$ cat src/rtl/qrb_regs.svh
// Constants of the query read-back link: query addresses, parameter codes,
// response layout and the host controller's own register map.
// Assumes inclusion by bare name from any file that needs them.
`ifndef QRB_REGS_SVH
`define QRB_REGS_SVH

`define QRB_Q_RF_PARAM 8'h20
`define QRB_Q_TEMP 8'h21
`define QRB_Q_STATUS 8'h22
`define QRB_Q_INFO 8'h23
`define QRB_Q_LIST_BUF 8'h24
`define QRB_Q_LEVEL_DAC 8'h25
`define QRB_Q_SERIAL_OUT 8'h26

`define QRB_RSP_BYTES 3'h5
`define QRB_PCODE_MSB 3
`define QRB_STAT_SEL_BIT 0

`define QRB_P_RF_FREQ 4'h0
`define QRB_P_SWEEP_START 4'h1
`define QRB_P_SWEEP_STOP 4'h2
`define QRB_P_SWEEP_STEP 4'h3
`define QRB_P_DWELL 4'h4
`define QRB_P_CYCLES 4'h5
`define QRB_P_LIST_PTS 4'h6
`define QRB_P_LEVEL 4'h7
`define QRB_P_RF2_FREQ 4'h8
`define QRB_P_PHASE 4'ha

`define QRB_HR_ADDR 4'h0
`define QRB_HR_WRITE 4'h1
`define QRB_HR_READ 4'h2
`define QRB_HR_STATUS 4'h3
`define QRB_HR_CTRL 4'h4
`define QRB_HR_DATA_HI 4'h5
`define QRB_HR_DATA_LO 4'h6

`endif

$ cat src/rtl/qrb_pkg.sv
// Types for the two ends of the query read-back link, one state type for each end.
// Assumes nothing of its surroundings.
package qrb_pkg;
  typedef enum logic {QRB_DEV_IDLE, QRB_DEV_SEND} qrb_dev_state_type;
  typedef enum logic [1:0] {QRB_HOST_IDLE, QRB_HOST_REQ, QRB_HOST_COLLECT} qrb_host_state_type;
endpackage : qrb_pkg

$ cat src/rtl/qrb_link_if.sv
// Link between the query host controller and the query device.
// Assumes both ends run on the same clock.
`timescale 1ns/100ps
interface qrb_link_if;
  logic req_valid;
  logic req_read;
  logic [7:0] req_addr;
  logic [7:0] req_data;
  logic req_ready;
  logic rsp_valid;
  logic [7:0] rsp_data;
  logic rsp_ready;
  modport dev (input req_valid, input req_read, input req_addr, input req_data,
    output req_ready, output rsp_valid, output rsp_data, input rsp_ready);
  modport host (output req_valid, output req_read, output req_addr, output req_data,
    input req_ready, input rsp_valid, input rsp_data, output rsp_ready);
endinterface : qrb_link_if

$ cat src/rtl/qrb_device.sv
// Device end of the query link: builds five-byte responses and streams them.
// Assumes user-side values come from logic on SYS_CLK and the host keeps the link order.
`timescale 1ns/100ps
`include "qrb_regs.svh"

module qrb_fifo #(
  parameter int WIDTH = 8,
  parameter int DEPTH = 2
) (
  input wire logic clk,
  input wire logic rst_n,
  input wire logic ce,
  input wire logic in_valid,
  output logic in_ready,
  input wire logic [WIDTH-1:0] in_data,
  output logic out_valid,
  input wire logic out_ready,
  output logic [WIDTH-1:0] out_data
);
  localparam int AW = (DEPTH > 1) ? $clog2(DEPTH) : 1;
  logic [WIDTH-1:0] mem_q [DEPTH];
  logic [AW-1:0] wr_q;
  logic [AW-1:0] rd_q;
  logic [AW:0] cnt_q;
  logic push;
  logic pop;
  assign in_ready = (cnt_q != (AW+1)'(DEPTH));
  assign out_valid = (cnt_q != '0);
  assign out_data = mem_q[rd_q];
  assign push = in_valid && in_ready;
  assign pop = out_valid && out_ready;
  always_ff @(posedge clk or negedge rst_n) begin
    if (!rst_n) begin
      wr_q <= '0;
      rd_q <= '0;
      cnt_q <= '0;
    end else if (ce) begin
      if (push) begin
        wr_q <= (wr_q == AW'(DEPTH - 1)) ? '0 : wr_q + 1'b1;
      end
      if (pop) begin
        rd_q <= (rd_q == AW'(DEPTH - 1)) ? '0 : rd_q + 1'b1;
      end
      if (push && !pop) begin
        cnt_q <= cnt_q + 1'b1;
      end else if (pop && !push) begin
        cnt_q <= cnt_q - 1'b1;
      end
    end
  end
  always_ff @(posedge clk) begin
    if (ce && push) begin
      mem_q[wr_q] <= in_data;
    end
  end
endmodule : qrb_fifo

// Summary of operation
// - Write request, then separate read returns data.
// - Responses are five bytes, MSB first.
// - Short responses padded with trailing zero bytes.
// - Host reads all five bytes each query.
// - Low nibble selects parameter; upper nibble zero.
// - Codes 0-3 return frequencies, five bytes.
// - Codes 4-6 return four bytes, one zero.
// - Code 7 level; code 8 two-byte frequency.
// - Code 0xA returns raw float phase bits.
// - Forty bits hold unsigned parameter value.
// - Temperature float in bits 39:8, byte zero.
// - SPI status goes to serial output buffer.
// - Bits 39:36 report list trigger flags.
// - Bits 35:32 report list waveform flags.
// - Status bit0 set returns reference configuration.
module qrb_device (
  input wire logic SYS_CLK,
  input wire logic RST_N,
  input wire logic CE,
  input wire logic LINK_IS_SPI,
  input wire logic [39:0] RF_FREQ,
  input wire logic [39:0] SWEEP_START,
  input wire logic [39:0] SWEEP_STOP,
  input wire logic [39:0] SWEEP_STEP,
  input wire logic [31:0] DWELL_TIME,
  input wire logic [31:0] CYCLE_COUNT,
  input wire logic [31:0] LIST_POINTS,
  input wire logic [31:0] RF_LEVEL,
  input wire logic [15:0] RF2_FREQ,
  input wire logic [31:0] PHASE_BITS,
  input wire logic [31:0] TEMP_BITS,
  input wire logic [7:0] LIST_CFG,
  input wire logic [21:0] OPERATE_STATUS,
  input wire logic [3:0] REF_CFG,
  output logic BUSY,
  qrb_link_if.dev LINK
);
  qrb_pkg::qrb_dev_state_type state_q;
  logic [2:0] left_q;
  logic [39:0] rb_q;
  logic [39:0] sob_q;
  logic [39:0] resp;
  logic req_ready_q;
  logic take;
  logic push;
  logic fifo_ready;
  logic fifo_valid;

  assign take = LINK.req_valid && req_ready_q;
  assign push = (state_q == qrb_pkg::QRB_DEV_SEND) && fifo_ready;
  assign LINK.req_ready = req_ready_q;

  always_comb begin
    resp = '0;
    unique case (LINK.req_addr)
      `QRB_Q_RF_PARAM: begin
        case (LINK.req_data[`QRB_PCODE_MSB:0])
          `QRB_P_RF_FREQ: resp = RF_FREQ;
          `QRB_P_SWEEP_START: resp = SWEEP_START;
          `QRB_P_SWEEP_STOP: resp = SWEEP_STOP;
          `QRB_P_SWEEP_STEP: resp = SWEEP_STEP;
          `QRB_P_DWELL: resp = {DWELL_TIME, 8'h00};
          `QRB_P_CYCLES: resp = {CYCLE_COUNT, 8'h00};
          `QRB_P_LIST_PTS: resp = {LIST_POINTS, 8'h00};
          `QRB_P_LEVEL: resp = {RF_LEVEL, 8'h00};
          `QRB_P_RF2_FREQ: resp = {RF2_FREQ, 24'h000000};
          `QRB_P_PHASE: resp = {PHASE_BITS, 8'h00};
          default: resp = '0;
        endcase
      end
      `QRB_Q_TEMP: resp = {TEMP_BITS, 8'h00};
      `QRB_Q_STATUS: begin
        if (LINK.req_data[`QRB_STAT_SEL_BIT]) begin
          resp = {27'h0, REF_CFG[3:2], 1'b0, REF_CFG[1:0], 8'h00};
        end else begin
          resp = {LIST_CFG, 2'b00, OPERATE_STATUS, 8'h00};
        end
      end
      default: resp = '0;
    endcase
  end

  // Shifting the buffer out leaves it zero, so a repeated read never replays stale data.
  always_ff @(posedge SYS_CLK or negedge RST_N) begin
    if (!RST_N) begin
      rb_q <= '0;
    end else if (CE) begin
      if (take && !LINK.req_read) begin
        if (LINK.req_addr == `QRB_Q_SERIAL_OUT) begin
          rb_q <= sob_q;
        end else if (LINK.req_addr == `QRB_Q_STATUS && LINK_IS_SPI) begin
          rb_q <= '0;
        end else begin
          rb_q <= resp;
        end
      end else if (push) begin
        rb_q <= {rb_q[31:0], 8'h00};
      end
    end
  end

  always_ff @(posedge SYS_CLK or negedge RST_N) begin
    if (!RST_N) begin
      sob_q <= '0;
    end else if (CE && take && !LINK.req_read) begin
      if (LINK.req_addr == `QRB_Q_STATUS && LINK_IS_SPI) begin
        sob_q <= resp;
      end else if (LINK.req_addr == `QRB_Q_SERIAL_OUT) begin
        sob_q <= '0;
      end
    end
  end

  always_ff @(posedge SYS_CLK or negedge RST_N) begin
    if (!RST_N) begin
      state_q <= qrb_pkg::QRB_DEV_IDLE;
      left_q <= '0;
    end else if (CE) begin
      unique case (state_q)
        qrb_pkg::QRB_DEV_IDLE: begin
          if (take && LINK.req_read) begin
            state_q <= qrb_pkg::QRB_DEV_SEND;
            left_q <= `QRB_RSP_BYTES;
          end
        end
        qrb_pkg::QRB_DEV_SEND: begin
          if (push) begin
            left_q <= left_q - 3'h1;
            if (left_q == 3'h1) begin
              state_q <= qrb_pkg::QRB_DEV_IDLE;
            end
          end
        end
      endcase
    end
  end

  // New requests wait until every byte has left the buffer.
  always_ff @(posedge SYS_CLK or negedge RST_N) begin
    if (!RST_N) begin
      req_ready_q <= 1'b0;
      BUSY <= 1'b0;
    end else if (CE) begin
      req_ready_q <= !take && state_q == qrb_pkg::QRB_DEV_IDLE && !fifo_valid;
      BUSY <= state_q == qrb_pkg::QRB_DEV_SEND || fifo_valid;
    end
  end

  qrb_fifo #(.WIDTH(8), .DEPTH(2)) u_fifo (
    .clk(SYS_CLK),
    .rst_n(RST_N),
    .ce(CE),
    .in_valid(push),
    .in_ready(fifo_ready),
    .in_data(rb_q[39:32]),
    .out_valid(fifo_valid),
    .out_ready(LINK.rsp_ready),
    .out_data(LINK.rsp_data)
  );
  assign LINK.rsp_valid = fifo_valid;
endmodule : qrb_device

$ cat src/flat_wrapper.sv
// flat-port wrapper written by rule: the top's interface ports become plain ports
module qrb_device_flat 
  (SYS_CLK, RST_N, CE, LINK_IS_SPI, RF_FREQ, SWEEP_START, SWEEP_STOP, SWEEP_STEP, DWELL_TIME, CYCLE_COUNT, LIST_POINTS, RF_LEVEL, RF2_FREQ, PHASE_BITS, TEMP_BITS, LIST_CFG, OPERATE_STATUS, REF_CFG, BUSY, LINK_req_valid, LINK_req_read, LINK_req_addr, LINK_req_data, LINK_req_ready, LINK_rsp_valid, LINK_rsp_data, LINK_rsp_ready);
  qrb_link_if LINK_i ();
  input wire logic SYS_CLK;
  input wire logic RST_N;
  input wire logic CE;
  input wire logic LINK_IS_SPI;
  input wire logic [39:0] RF_FREQ;
  input wire logic [39:0] SWEEP_START;
  input wire logic [39:0] SWEEP_STOP;
  input wire logic [39:0] SWEEP_STEP;
  input wire logic [31:0] DWELL_TIME;
  input wire logic [31:0] CYCLE_COUNT;
  input wire logic [31:0] LIST_POINTS;
  input wire logic [31:0] RF_LEVEL;
  input wire logic [15:0] RF2_FREQ;
  input wire logic [31:0] PHASE_BITS;
  input wire logic [31:0] TEMP_BITS;
  input wire logic [7:0] LIST_CFG;
  input wire logic [21:0] OPERATE_STATUS;
  input wire logic [3:0] REF_CFG;
  output logic BUSY;
  input wire logic [$bits(LINK_i.req_valid)-1:0] LINK_req_valid;
  input wire logic [$bits(LINK_i.req_read)-1:0] LINK_req_read;
  input wire logic [$bits(LINK_i.req_addr)-1:0] LINK_req_addr;
  input wire logic [$bits(LINK_i.req_data)-1:0] LINK_req_data;
  output wire logic [$bits(LINK_i.req_ready)-1:0] LINK_req_ready;
  output wire logic [$bits(LINK_i.rsp_valid)-1:0] LINK_rsp_valid;
  output wire logic [$bits(LINK_i.rsp_data)-1:0] LINK_rsp_data;
  input wire logic [$bits(LINK_i.rsp_ready)-1:0] LINK_rsp_ready;
  assign LINK_i.req_valid = LINK_req_valid;
  assign LINK_i.req_read = LINK_req_read;
  assign LINK_i.req_addr = LINK_req_addr;
  assign LINK_i.req_data = LINK_req_data;
  assign LINK_req_ready = LINK_i.req_ready;
  assign LINK_rsp_valid = LINK_i.rsp_valid;
  assign LINK_rsp_data = LINK_i.rsp_data;
  assign LINK_i.rsp_ready = LINK_rsp_ready;
  qrb_device u_core (.SYS_CLK(SYS_CLK), .RST_N(RST_N), .CE(CE), .LINK_IS_SPI(LINK_IS_SPI), .RF_FREQ(RF_FREQ), .SWEEP_START(SWEEP_START), .SWEEP_STOP(SWEEP_STOP), .SWEEP_STEP(SWEEP_STEP), .DWELL_TIME(DWELL_TIME), .CYCLE_COUNT(CYCLE_COUNT), .LIST_POINTS(LIST_POINTS), .RF_LEVEL(RF_LEVEL), .RF2_FREQ(RF2_FREQ), .PHASE_BITS(PHASE_BITS), .TEMP_BITS(TEMP_BITS), .LIST_CFG(LIST_CFG), .OPERATE_STATUS(OPERATE_STATUS), .REF_CFG(REF_CFG), .BUSY(BUSY), .LINK(LINK_i));
endmodule
$ cat config.mk
export PLATFORM = sky130hd
export DESIGN_NAME = qrb_device_flat
export DESIGN_NICKNAME = d
export VERILOG_FILES = /design/src/rtl/qrb_pkg.sv /design/src/rtl/qrb_link_if.sv /design/src/rtl/qrb_device.sv /design/src/flat_wrapper.sv
export VERILOG_INCLUDE_DIRS = /design/src /design/src/rtl
export SDC_FILE = /design/constraint.sdc
export NUM_CORES = 1
export LEC_CHECK = 0
export BUFFER_PORTS_ARGS = -buffer_cell sky130_fd_sc_hd__buf_4
export CAP_MARGIN = 20
export CORE_MARGIN = 2
export CORE_UTILIZATION = 24
export CTS_CLUSTER_DIAMETER = 80
export CTS_CLUSTER_SIZE = 20
export DETAILED_ROUTE_END_ITERATION = 12
export HOLD_SLACK_MARGIN = 0.12
export PLACE_DENSITY_LB_ADDON = 0.1
export SKIP_CTS_REPAIR_TIMING = 1
export SYNTH_ARGS = -nofsm -noshare
export SYNTH_HDL_FRONTEND = slang
export SYNTH_SLANG_ARGS = --single-unit
$ cat constraint.sdc
create_clock -name SYS_CLK -period 1.95 [get_ports SYS_CLK]
set_input_delay 0.2925 -clock SYS_CLK [delete_from_list [all_inputs] [get_ports SYS_CLK]]
set_output_delay 0.2925 -clock SYS_CLK [all_outputs]
set_load 0.005 [all_outputs]
==> flow_summary.yaml, run 1 <==
status:
  status: "complete, no violations"
clocking:
  ctsRootBufferMaster: "clkbuf_16"
  clk_pin_slew_ns: 0.08
  cts_buffers: 9
  cts.sink_count: 106
  worstSkewPairLatency_ns: 0.36
  cts_max_level: 3
  cts_tree: "done"
  clock_path_buffers: 2
cells_and_area:
  syn_to_final_growth_pct: 66.42
  fin_nets: 1920
  drive_gt1_frac: 0.4790
  stdcell_count: 1956
power_and_ir_drop:
  vdd.ir_drop.worst_uv: 487.7
  power_frac_comb: 0.395
  finalPower_mw: 8.823
  swShare: 0.3269
  clkPwrFrac: 0.243
  netSwitchingPower_mw: 2.884
  power_frac_seq: 0.362
  p_per_area_nw_per_um2: 639.2
  leakagePower_nw: 6.261
  p_int_mw: 5.939
detailed_routing:
  vias: 9876
  dr.pass1.iters: 6
  avgViaCountPerCell: 5.049
  drc_errors: 0
  drt.antenna.violating_nets: 0
  wl_mm: 44.65
  drtIter0Drc: 618
  wire_per_inst_um: 22.83
critical_path:
  end_kind: "register"
  cpPeakStageDelay_ns: 0.55
  crit_fanout: 10
  path_cells: "buf_4 > or4b_4 > or4b_1 > buf_6 > nand2_8 > a2111oi_1 > a211o_1"
  arrival_ns: 2.15
  critical_path_buf_inv_count: 2
  r2r_cells: 6
  ff2ff_setup_slack_ns: 0.17
  r2r-end: "u_core.rb_q[34]"
  critPathSlowestCell: "or4b_4"
  crit_family: "simple AND/OR/NAND/NOR gates"
  cp.required_ns: 2.20
  r2r_start: "u_core.LINK.req_ready"
  critical_path_class: "in2reg"
  critPathLaunchType: "input pin"
synth:
  ys_seq_area_frac: 0.3295
  synthCells: 955
  synth_cell_types: 73
  async_reset_ff_frac: 0.8491
  ys_ff_latch: 106
  synth_warnings: 0
  syn_area_per_cell_um2: 8.685
  ys.flop_type: "dfrtp_1"
  syn-num-nets: 1383
  netlist_area_um2: 8294
  synth_edf_count: 16
grt:
  grt_max_degree: 50
  grtUsageTotal: 0.2428
  grt-ovfl-total: 0
  grt_pass1_wl_mm: 64.69
  grt_pass1_vias: 10120
  antenna_found_initial: 4
die:
  rows: 68
  core_area_um2: 34290
  start_util: 0.2419
  die_w_um: 189.9
  die_area_um2: 36060
  pin_count: 436
  die_h_um: 189.9
placed_design:
  dpl.cell_count: 1933
  port_buffers: 431
  finalWeightedCongestion: 0.8752
  hpwlAfterDp_mm: 37.18
min_path:
  min_path_type: "in2reg"
  holdCritStartpoint: "CE"
  min_path_cells: 2
  hold_path_end: "u_core.LINK.req_ready"
sta:
  fmax_mhz: 526.4
  drv_slew: 0
  skew_ns: 0.008407
  timing.final.crit_share: 0.9743
  finalSetupViolations: 0
  min_period_ns: 1.900
  hold_violations: 0
  worst_slew_pin_slew_ns: 0.7094
  maxSlewHeadroom: 0.5149
  rsz0062_at_grt: "false"
flow_run:
  drv_cap: 0
-- Yosys cell counts (all sizes together) (16+ instances only) --
master	number	area [µm²]
dfrtp	90	2252
nand2	79	299.0
o21ai	75	412.9
mux2i	65	650.6
nor2	65	244.0
clkbuf	62	232.7
a21oi	56	280.3
a22oi	55	412.9
mux2	35	394.1
buf	30	148.9
o22ai	21	131.4
nand3	18	90.09
a22o	16	140.1
edfxtp	16	480.5
-- power by group through the flow --
stage	logic (mW)	clock network, mW	registers (mW)
floorplan	1.82	0	3.06
global placement	3.47	0	3.21
detailed placement	3.48	0	3.22
CTS	3.50	2.19	3.19
global route	3.85	2.25	3.26
finish	3.49	2.15	3.19
-- area by class of cell --
type                            count  area (µm²)
Antenna cell                        4       10.01
Sequential cell                   106        2733
Inverter                           10       37.54
Timing Repair Buffer              618        4871
Multi-Input combinational cell    747        5240
Fill cell                        3545       20480
Tap cell                          455       569.3
Clock buffer                       10       229.0
Clock inverter                      6       113.9
-- worst reg2reg max path, delay by kind of cell, from the launching register on --
family / cells / cell delay (ns)
buffers and inverters: 1 / 0.45
AO/OA/AOI/OAI: 1 / 0.14
flip-flops: 1 / 0.43
AND/OR/NAND/NOR: 4 / 0.69
-- per-stage QoR --
step | hold slack [ns] | utilization | cell area [µm²] | TNS [ns] | setup WS (ns)
2_1_floorplan | -0.003091 | - | 8354 | -7.363 | -0.2061
3_3_place_gp | 0.3222 | 0.3910 | 13410 | -16.57 | -0.3788
3_5_place_dp | 0.3130 | 0.3910 | 13410 | -17.91 | -0.3598
4_1_cts | -0.07256 | 0.4010 | 13750 | 0 | 0.0002793
5_1_grt | 0.1990 | 0.4025 | 13800 | 0 | 0.01458
6_report | 0.1685 | 0.4026 | 13800 | 0 | 0.05013
-- metal layers --
| layer | GRT usage | part of all wire | up-vias |
|---|---|---|---|
| met5 | 0 | 0 | - |
| met4 | 0.06202 | 0.024 | 0 |
| met3 | 0.06124 | 0.070 | 51 |
| met2 | 0.4062 | 0.48 | 348 |
| met1 | 0.3117 | 0.43 | 4712 |
| li1 | - | - | 4765 |
-- cells in the final DEF (no fill, tap or decap), types with 5 or more instances in the layout --
cell type and count:
inv_1 9, a2bb2oi_1 5, a21o_1 6, clkbuf_16 9, edfxtp_1 16, a211oi_1 9
mux2i_1 65, o31ai_1 6, o21ai_0 64, a32oi_1 12, or2_2 5, a22o_1 16
a31oi_1 13, nor3b_1 7, a211o_1 5, o211ai_1 7, a21oi_1 56, nand3b_1 9
nor2b_1 11, a32o_1 6, o21ai_2 10, dfrtp_1 90, or3_1 14, buf_12 18
and3_1 8, o22ai_1 21, nand2_1 78, and2_1 14, a22oi_1 55, and3b_1 5
nor3_1 13, a221oi_1 13, mux2_2 35, a31o_2 7, buf_4 598, nor2_1 64
nor4_1 5, o221ai_1 9, nand3_1 18
-- worst max-delay path by stage --
| stage | startpoint | to | slack [ns] | cells past startpoint |
|---|---|---|---|---|
| finish | LINK_req_addr[4] | u_core.rb_q[12] | 0.05 | 7 |
| global route | LINK_req_data[1] | u_core.rb_q[37] | 0.01 | 9 |
| CTS | LINK_req_data[0] | u_core.rb_q[10] | 0.0003 | 9 |
| detailed placement | LINK_req_data[3] | u_core.rb_q[29] | -0.36 | 8 |
| global placement | LINK_req_data[3] | u_core.rb_q[29] | -0.38 | 8 |
| floorplan | LINK_req_addr[4] | u_core.sob_q[17] | -0.21 | 8 |
-- cells by family after synthesis --
kind of cell	share of synthesized area
compound gates	0.2948
xor+xnor	0.005281
fa+ha+maj	0.004526
buf+inv	0.05053
flops	0.3295
mux	0.1341
simple gates	0.1813
-- state kept, by name (all words and copies together) (netlist names) --
name / flops
u_core.rb_q: 40
u_core.sob_q: 40
u_core.u_fifo.mem_q: 16
u_core.left_q: 3
u_core.u_fifo.cnt_q: 2
u_core.BUSY: 1
u_core.LINK.req_ready: 1
u_core.state_q: 1
u_core.u_fifo.rd_q: 1
u_core.u_fifo.wr_q: 1
Power figures use the tool's default switching activity.
==> run 2, diff against run 1 <==
--- a/config.mk
+++ b/config.mk
@@ -8,11 +8,11 @@
 export LEC_CHECK = 0
 export BUFFER_PORTS_ARGS = -buffer_cell sky130_fd_sc_hd__buf_4
 export CAP_MARGIN = 20
-export CORE_MARGIN = 2
-export CORE_UTILIZATION = 24
+export CORE_AREA = 2 2 171 173
 export CTS_CLUSTER_DIAMETER = 80
 export CTS_CLUSTER_SIZE = 20
 export DETAILED_ROUTE_END_ITERATION = 12
+export DIE_AREA = 0 0 173 175
 export HOLD_SLACK_MARGIN = 0.12
 export PLACE_DENSITY_LB_ADDON = 0.1
 export SKIP_CTS_REPAIR_TIMING = 1
==> run 2 against run 1 <==
Net effect: cell area fell by 1.2%; via count up 2.2%; sequential power is essentially flat; largest cell class unchanged.
==> flow_summary.yaml, run 2 (synthesis gave the netlist of run 1 again) <==
placed_design:
  hpwlAfterDp_mm: 36.73
  dpl.cell_count: 1857
  finalWeightedCongestion: 0.8899
  port_buffers: 431
die:
  die_w_um: 173
  pin_count: 436
  core_area_um2: 28390
  die_area_um2: 30280
  start_util: 0.2921
  die_h_um: 175
  rows: 62
min_path:
  min_path_type: "in2reg"
  holdCritStartpoint: "CE"
power_and_ir_drop:
  p_per_area_nw_per_um2: 642.4
  vdd.ir_drop.worst_uv: 466.9
  leakagePower_nw: 6.210
critical_path:
  critPathLaunchType: "input pin"
  critical_path_class: "in2reg"
  cp.required_ns: 2.19
  cp-startpoint: "LINK_req_addr[4]"
  r2r_start: "u_core.LINK.req_ready"
  crit_fanout: 10
  arrival_ns: 2.15
  end_kind: "register"
sta:
  tns_ns: 0
  fmax_mhz: 525.3
  drv_slew: 0
  skew_ns: 0.009757
  finalSetupViolations: 0
  rsz0062_at_grt: "false"
  worst_slew_pin_slew_ns: 0.7349
  timing.final.crit_share: 0.9762
  hold_violations: 0
  maxSlewHeadroom: 0.5063
  min_period_ns: 1.904
detailed_routing:
  wire_per_inst_um: 23.65
  drc_errors: 0
  drtIter0Drc: 749
  vias: 10090
  avgViaCountPerCell: 5.373
  drt.antenna.violating_nets: 0
  dr.pass1.iters: 6
  wl_mm: 44.42
cells_and_area:
  post-route-util: 0.4802
  final_common_cell: "buf_4"
  stdcell_count: 1878
  reg_top3: "u_core.rb_q (40), u_core.sob_q (40), u_core.u_fifo.mem_q (16)"
  drive_gt1_frac: 0.4775
  fillers: 2861
  syn_to_final_growth_pct: 64.37
  final_cell_mix: "buf_4, dfrtp_1, nand2_1"
  fin_nets: 1914
flow_run:
  drv_cap: 0
grt:
  grtUsageTotal: 0.2861
  grt-ovfl-total: 0
  grt_pass1_vias: 10490
  antenna_found_initial: 3
  grt_pass1_wl_mm: 65.05
  grt_max_degree: 50
status:
  status: "complete, no violations"
clocking:
  cts.sink_count: 106
  cts_tree: "done"
  clock_path_buffers: 2
  cts_buffers: 9
  ctsRootBufferMaster: "clkbuf_16"
  worstSkewPairLatency_ns: 0.36
  clk_pin_slew_ns: 0.08
  cts_max_level: 3
[run 2: cell count changes in the layout (fill, tap and decap cells not counted), moves of 2 or more]
cell,previous run,this run
a211oi_1,9,11
a211oi_2,2,0
buf_4,598,592
o311ai_0,0,2
o311ai_1,2,0
o31ai_1,6,4
o31ai_2,1,3
[run 2: metrics by stage]
step / instance area, µm² / hold slack, ns / worst slack, ns / power [mW]
after floorplan: 8354 / -0.003091 / -0.2061 / 4.878
after CTS: 13590 / -0.1227 / 0.02256 / 8.777
final: 13630 / 0.2077 / 0.04638 / 8.758
after global routing: 13630 / 0.2162 / 0.0007756 / 9.311
after detailed placement: 13260 / 0.2603 / -0.3420 / 6.739
after global placement: 13260 / 0.2611 / -0.3329 / 6.691
[run 2: cell type report]
class	count	area (µm²)	share of cell area
multi-input cells	747	5231	0.3837
repair buffers	612	4817	0.3533
flip-flops and latches	106	2733	0.2004
well taps	384	480.5	0.03524
clock buffers	9	225.2	0.01652
clock inverters	7	101.3	0.007434
inverters	10	37.54	0.002753
diodes	3	7.507	0.0005507
[run 2: worst paths after layout]
path                       slack [ns]  depth (start not counted)                to
min reg2reg                      0.48                          2  u_core.sob_q[14]
max reg2reg                      0.13                          5  u_core.sob_q[35]
min                              0.21                          2       u_core.BUSY
min in group asynchronous        0.42                          2   u_core.rb_q[35]
max                              0.05                          7   u_core.rb_q[12]
max in group asynchronous        0.88                          3  u_core.sob_q[20]
[run 2: power by group]
group	total [mW]	leakage, nW	switching (mW)	internal (mW)
registers	3.20	1.30	0.401	2.79
clock network	2.03	0.158	0.891	1.14
logic	3.53	4.75	1.61	1.92
total	8.76	6.21	2.90	5.85
[run 2: metal layers]
layer	vias to the layer above	global-route usage	routed length, µm
met5	-	0	0
met4	0	0.08898	1197
met3	55	0.05135	2902
met2	429	0.4883	21580
met1	4859	0.3674	18740
li1	4748	-	-
[run 2: worst max-delay path, cell delays in order]
cell and delay, ns:
buf_4 0.11, or4b_4 0.56, or4b_4 0.55, buf_6 0.17, nand2_8 0.09, a2111oi_1 0.06
a211o_1 0.29
==> run 3, diff against run 2 <==
==> constraint.sdc (replaced) <==
create_clock -name SYS_CLK -period 1.95 [get_ports SYS_CLK]
set_input_delay 0.195 -clock SYS_CLK [delete_from_list [all_inputs] [get_ports SYS_CLK]]
set_output_delay 0.195 -clock SYS_CLK [all_outputs]
set_load 0.005 [all_outputs]
==> run 3 against run 2 <==
Net effect: core utilization decreased by 0.68 points; maximum frequency grew 1.4%; first-iteration DRC count decreased by 15%; die area did not move; total power down 2.4%; via count shrank 1.3%; combinational power shrank 1%; sequential power about the same; cell area decreased by 1.4%; final cell count is 0.91% lower; non-clock buffer count is 17 lower; critical path type unchanged.
==> flow_summary.yaml, run 3 (synthesis gave the netlist of run 1 again) <==
clocking:
  cts_max_level: 3
  ctsRootBufferMaster: "clkbuf_16"
  worstSkewPairLatency_ns: 0.34
  clk_pin_slew_ns: 0.08
  cts.sink_count: 106
  clock_path_buffers: 2
  cts_tree: "done"
  cts_buffers: 9
placed_design:
  port_buffers: 431
  finalWeightedCongestion: 0.8965
  dpl.cell_count: 1839
  hpwlAfterDp_mm: 36.37
die:
  core_area_um2: 28390
  die_w_um: 173
  pin_count: 436
  start_util: 0.2921
  die_area_um2: 30280
  rows: 62
  die_h_um: 175
sta:
  rsz0062_at_grt: "true"
  worst_slew_pin_slew_ns: 0.7893
  tns_ns: 0
  timing.final.crit_share: 0.9627
  skew_ns: 0.009475
  fmax_mhz: 532.7
  drv_slew: 0
  maxSlewHeadroom: 0.4671
  min_period_ns: 1.877
  finalSetupViolations: 0
  hold_violations: 0
grt:
  grt_pass1_vias: 10230
  grt-ovfl-total: 0
  grt_max_degree: 50
  grt_pass1_wl_mm: 64.23
  antenna_found_initial: 4
  grtUsageTotal: 0.2814
detailed_routing:
  drt.antenna.violating_nets: 0
  drc_errors: 0
  dr.pass1.iters: 5
  wire_per_inst_um: 23.50
  vias: 9962
  drtIter0Drc: 635
  avgViaCountPerCell: 5.353
  wl_mm: 43.73
cells_and_area:
  multi_input_area_um2: 5240
  final_cell_mix: "buf_4, dfrtp_1, nand2_1, mux2i_1, o21ai_0"
  fin_nets: 1897
  fillers: 2922
  reg_top3: "u_core.rb_q (40), u_core.sob_q (40), u_core.u_fifo.mem_q (16)"
  ff_latch_area_um2: 2733
  drive_gt1_frac: 0.4701
  stdcell_count: 1861
  final_common_cell: "buf_4"
  syn_to_final_growth_pct: 62.05
critical_path:
  critPathLaunchType: "input pin"
  crit_fanout: 18
  path_cells: "buf_4 > buf_12 > buf_4 > mux2i_1 > o32ai_1 > o31ai_1 > buf_4 > a21oi_1"
  arrival_ns: 2.10
  cpPeakStageDelay_ns: 0.62
  cp.required_ns: 2.17
  cpMostUsedCell: "buf_4"
  critical_path_class: "in2reg"
  end_kind: "register"
  critPathSlowestCell: "o31ai_1"
flow_run:
  drv_cap: 0
power_and_ir_drop:
  p_per_area_nw_per_um2: 635.9
  finalPower_mw: 8.547
  leakagePower_nw: 6.100
  vdd.ir_drop.worst_uv: 509.9
min_path:
  min_path_type: "in2reg"
status:
  status: "complete, no violations"
==> run 3: path summary, 6_finish.rpt <==
path | from | to | slack, ns | cells past startpoint
min in group asynchronous | RST_N | u_core.rb_q[35] | 0.40 | 2
setup / recovery | LINK_req_data[2] | u_core.rb_q[26] | 0.07 | 8
hold reg to reg | u_core.sob_q[17] | u_core.sob_q[17] | 0.48 | 2
max in group asynchronous | RST_N | u_core.rb_q[15] | 0.94 | 3
hold / removal | LINK_rsp_ready | u_core.u_fifo.rd_q | 0.14 | 3
setup reg to reg | u_core.LINK.req_ready | u_core.rb_q[12] | 0.10 | 5
==> run 3: cell type report <==
class,instances,area share
Timing Repair Buffer,595,0.3453
Multi-Input combinational cell,747,0.3899
Clock buffer,9,0.01676
Antenna cell,3,0.0005586
Clock inverter,7,0.005679
Inverter,10,0.002793
Tap cell,384,0.03575
Sequential cell,106,0.2033
==> run 3: critical path: cells and delay by family <==
kind	cells	cell delay [ns]
muxes	1	0.25
AOI/OAI and AO/OA	3	0.78
buffers and inverters	4	0.86
==> run 3: per-layer routing <==
metal  vias to the layer above  GRT usage  routed length (µm)
met5                         -          0                   9
met1                      4774     0.3597               18650
li1                       4708          -                   -
met3                        68    0.05418                2700
met2                       410     0.4695               20700
met4                         2     0.1084                1658
==> run 3: metrics by stage <==
step	utilization	setup slack [ns]	hold WS [ns]	area, µm²
after floorplan	-	-0.1091	-0.1006	8346
after detailed placement	0.4605	-0.3062	0.2344	13080
after CTS	0.4711	0.03297	-0.1309	13380
after global placement	0.4605	-0.2867	0.2394	13080
after global routing	0.4734	-0.005942	0.1465	13440
final	0.4734	0.07271	0.1404	13440
==> run 3: power by group <==
group | switching [mW] | total [mW] | internal (mW)
sequential | 0.394 | 3.19 | 2.79
combinational | 1.60 | 3.48 | 1.88
clock | 0.866 | 1.88 | 1.01
total | 2.86 | 8.55 | 5.69
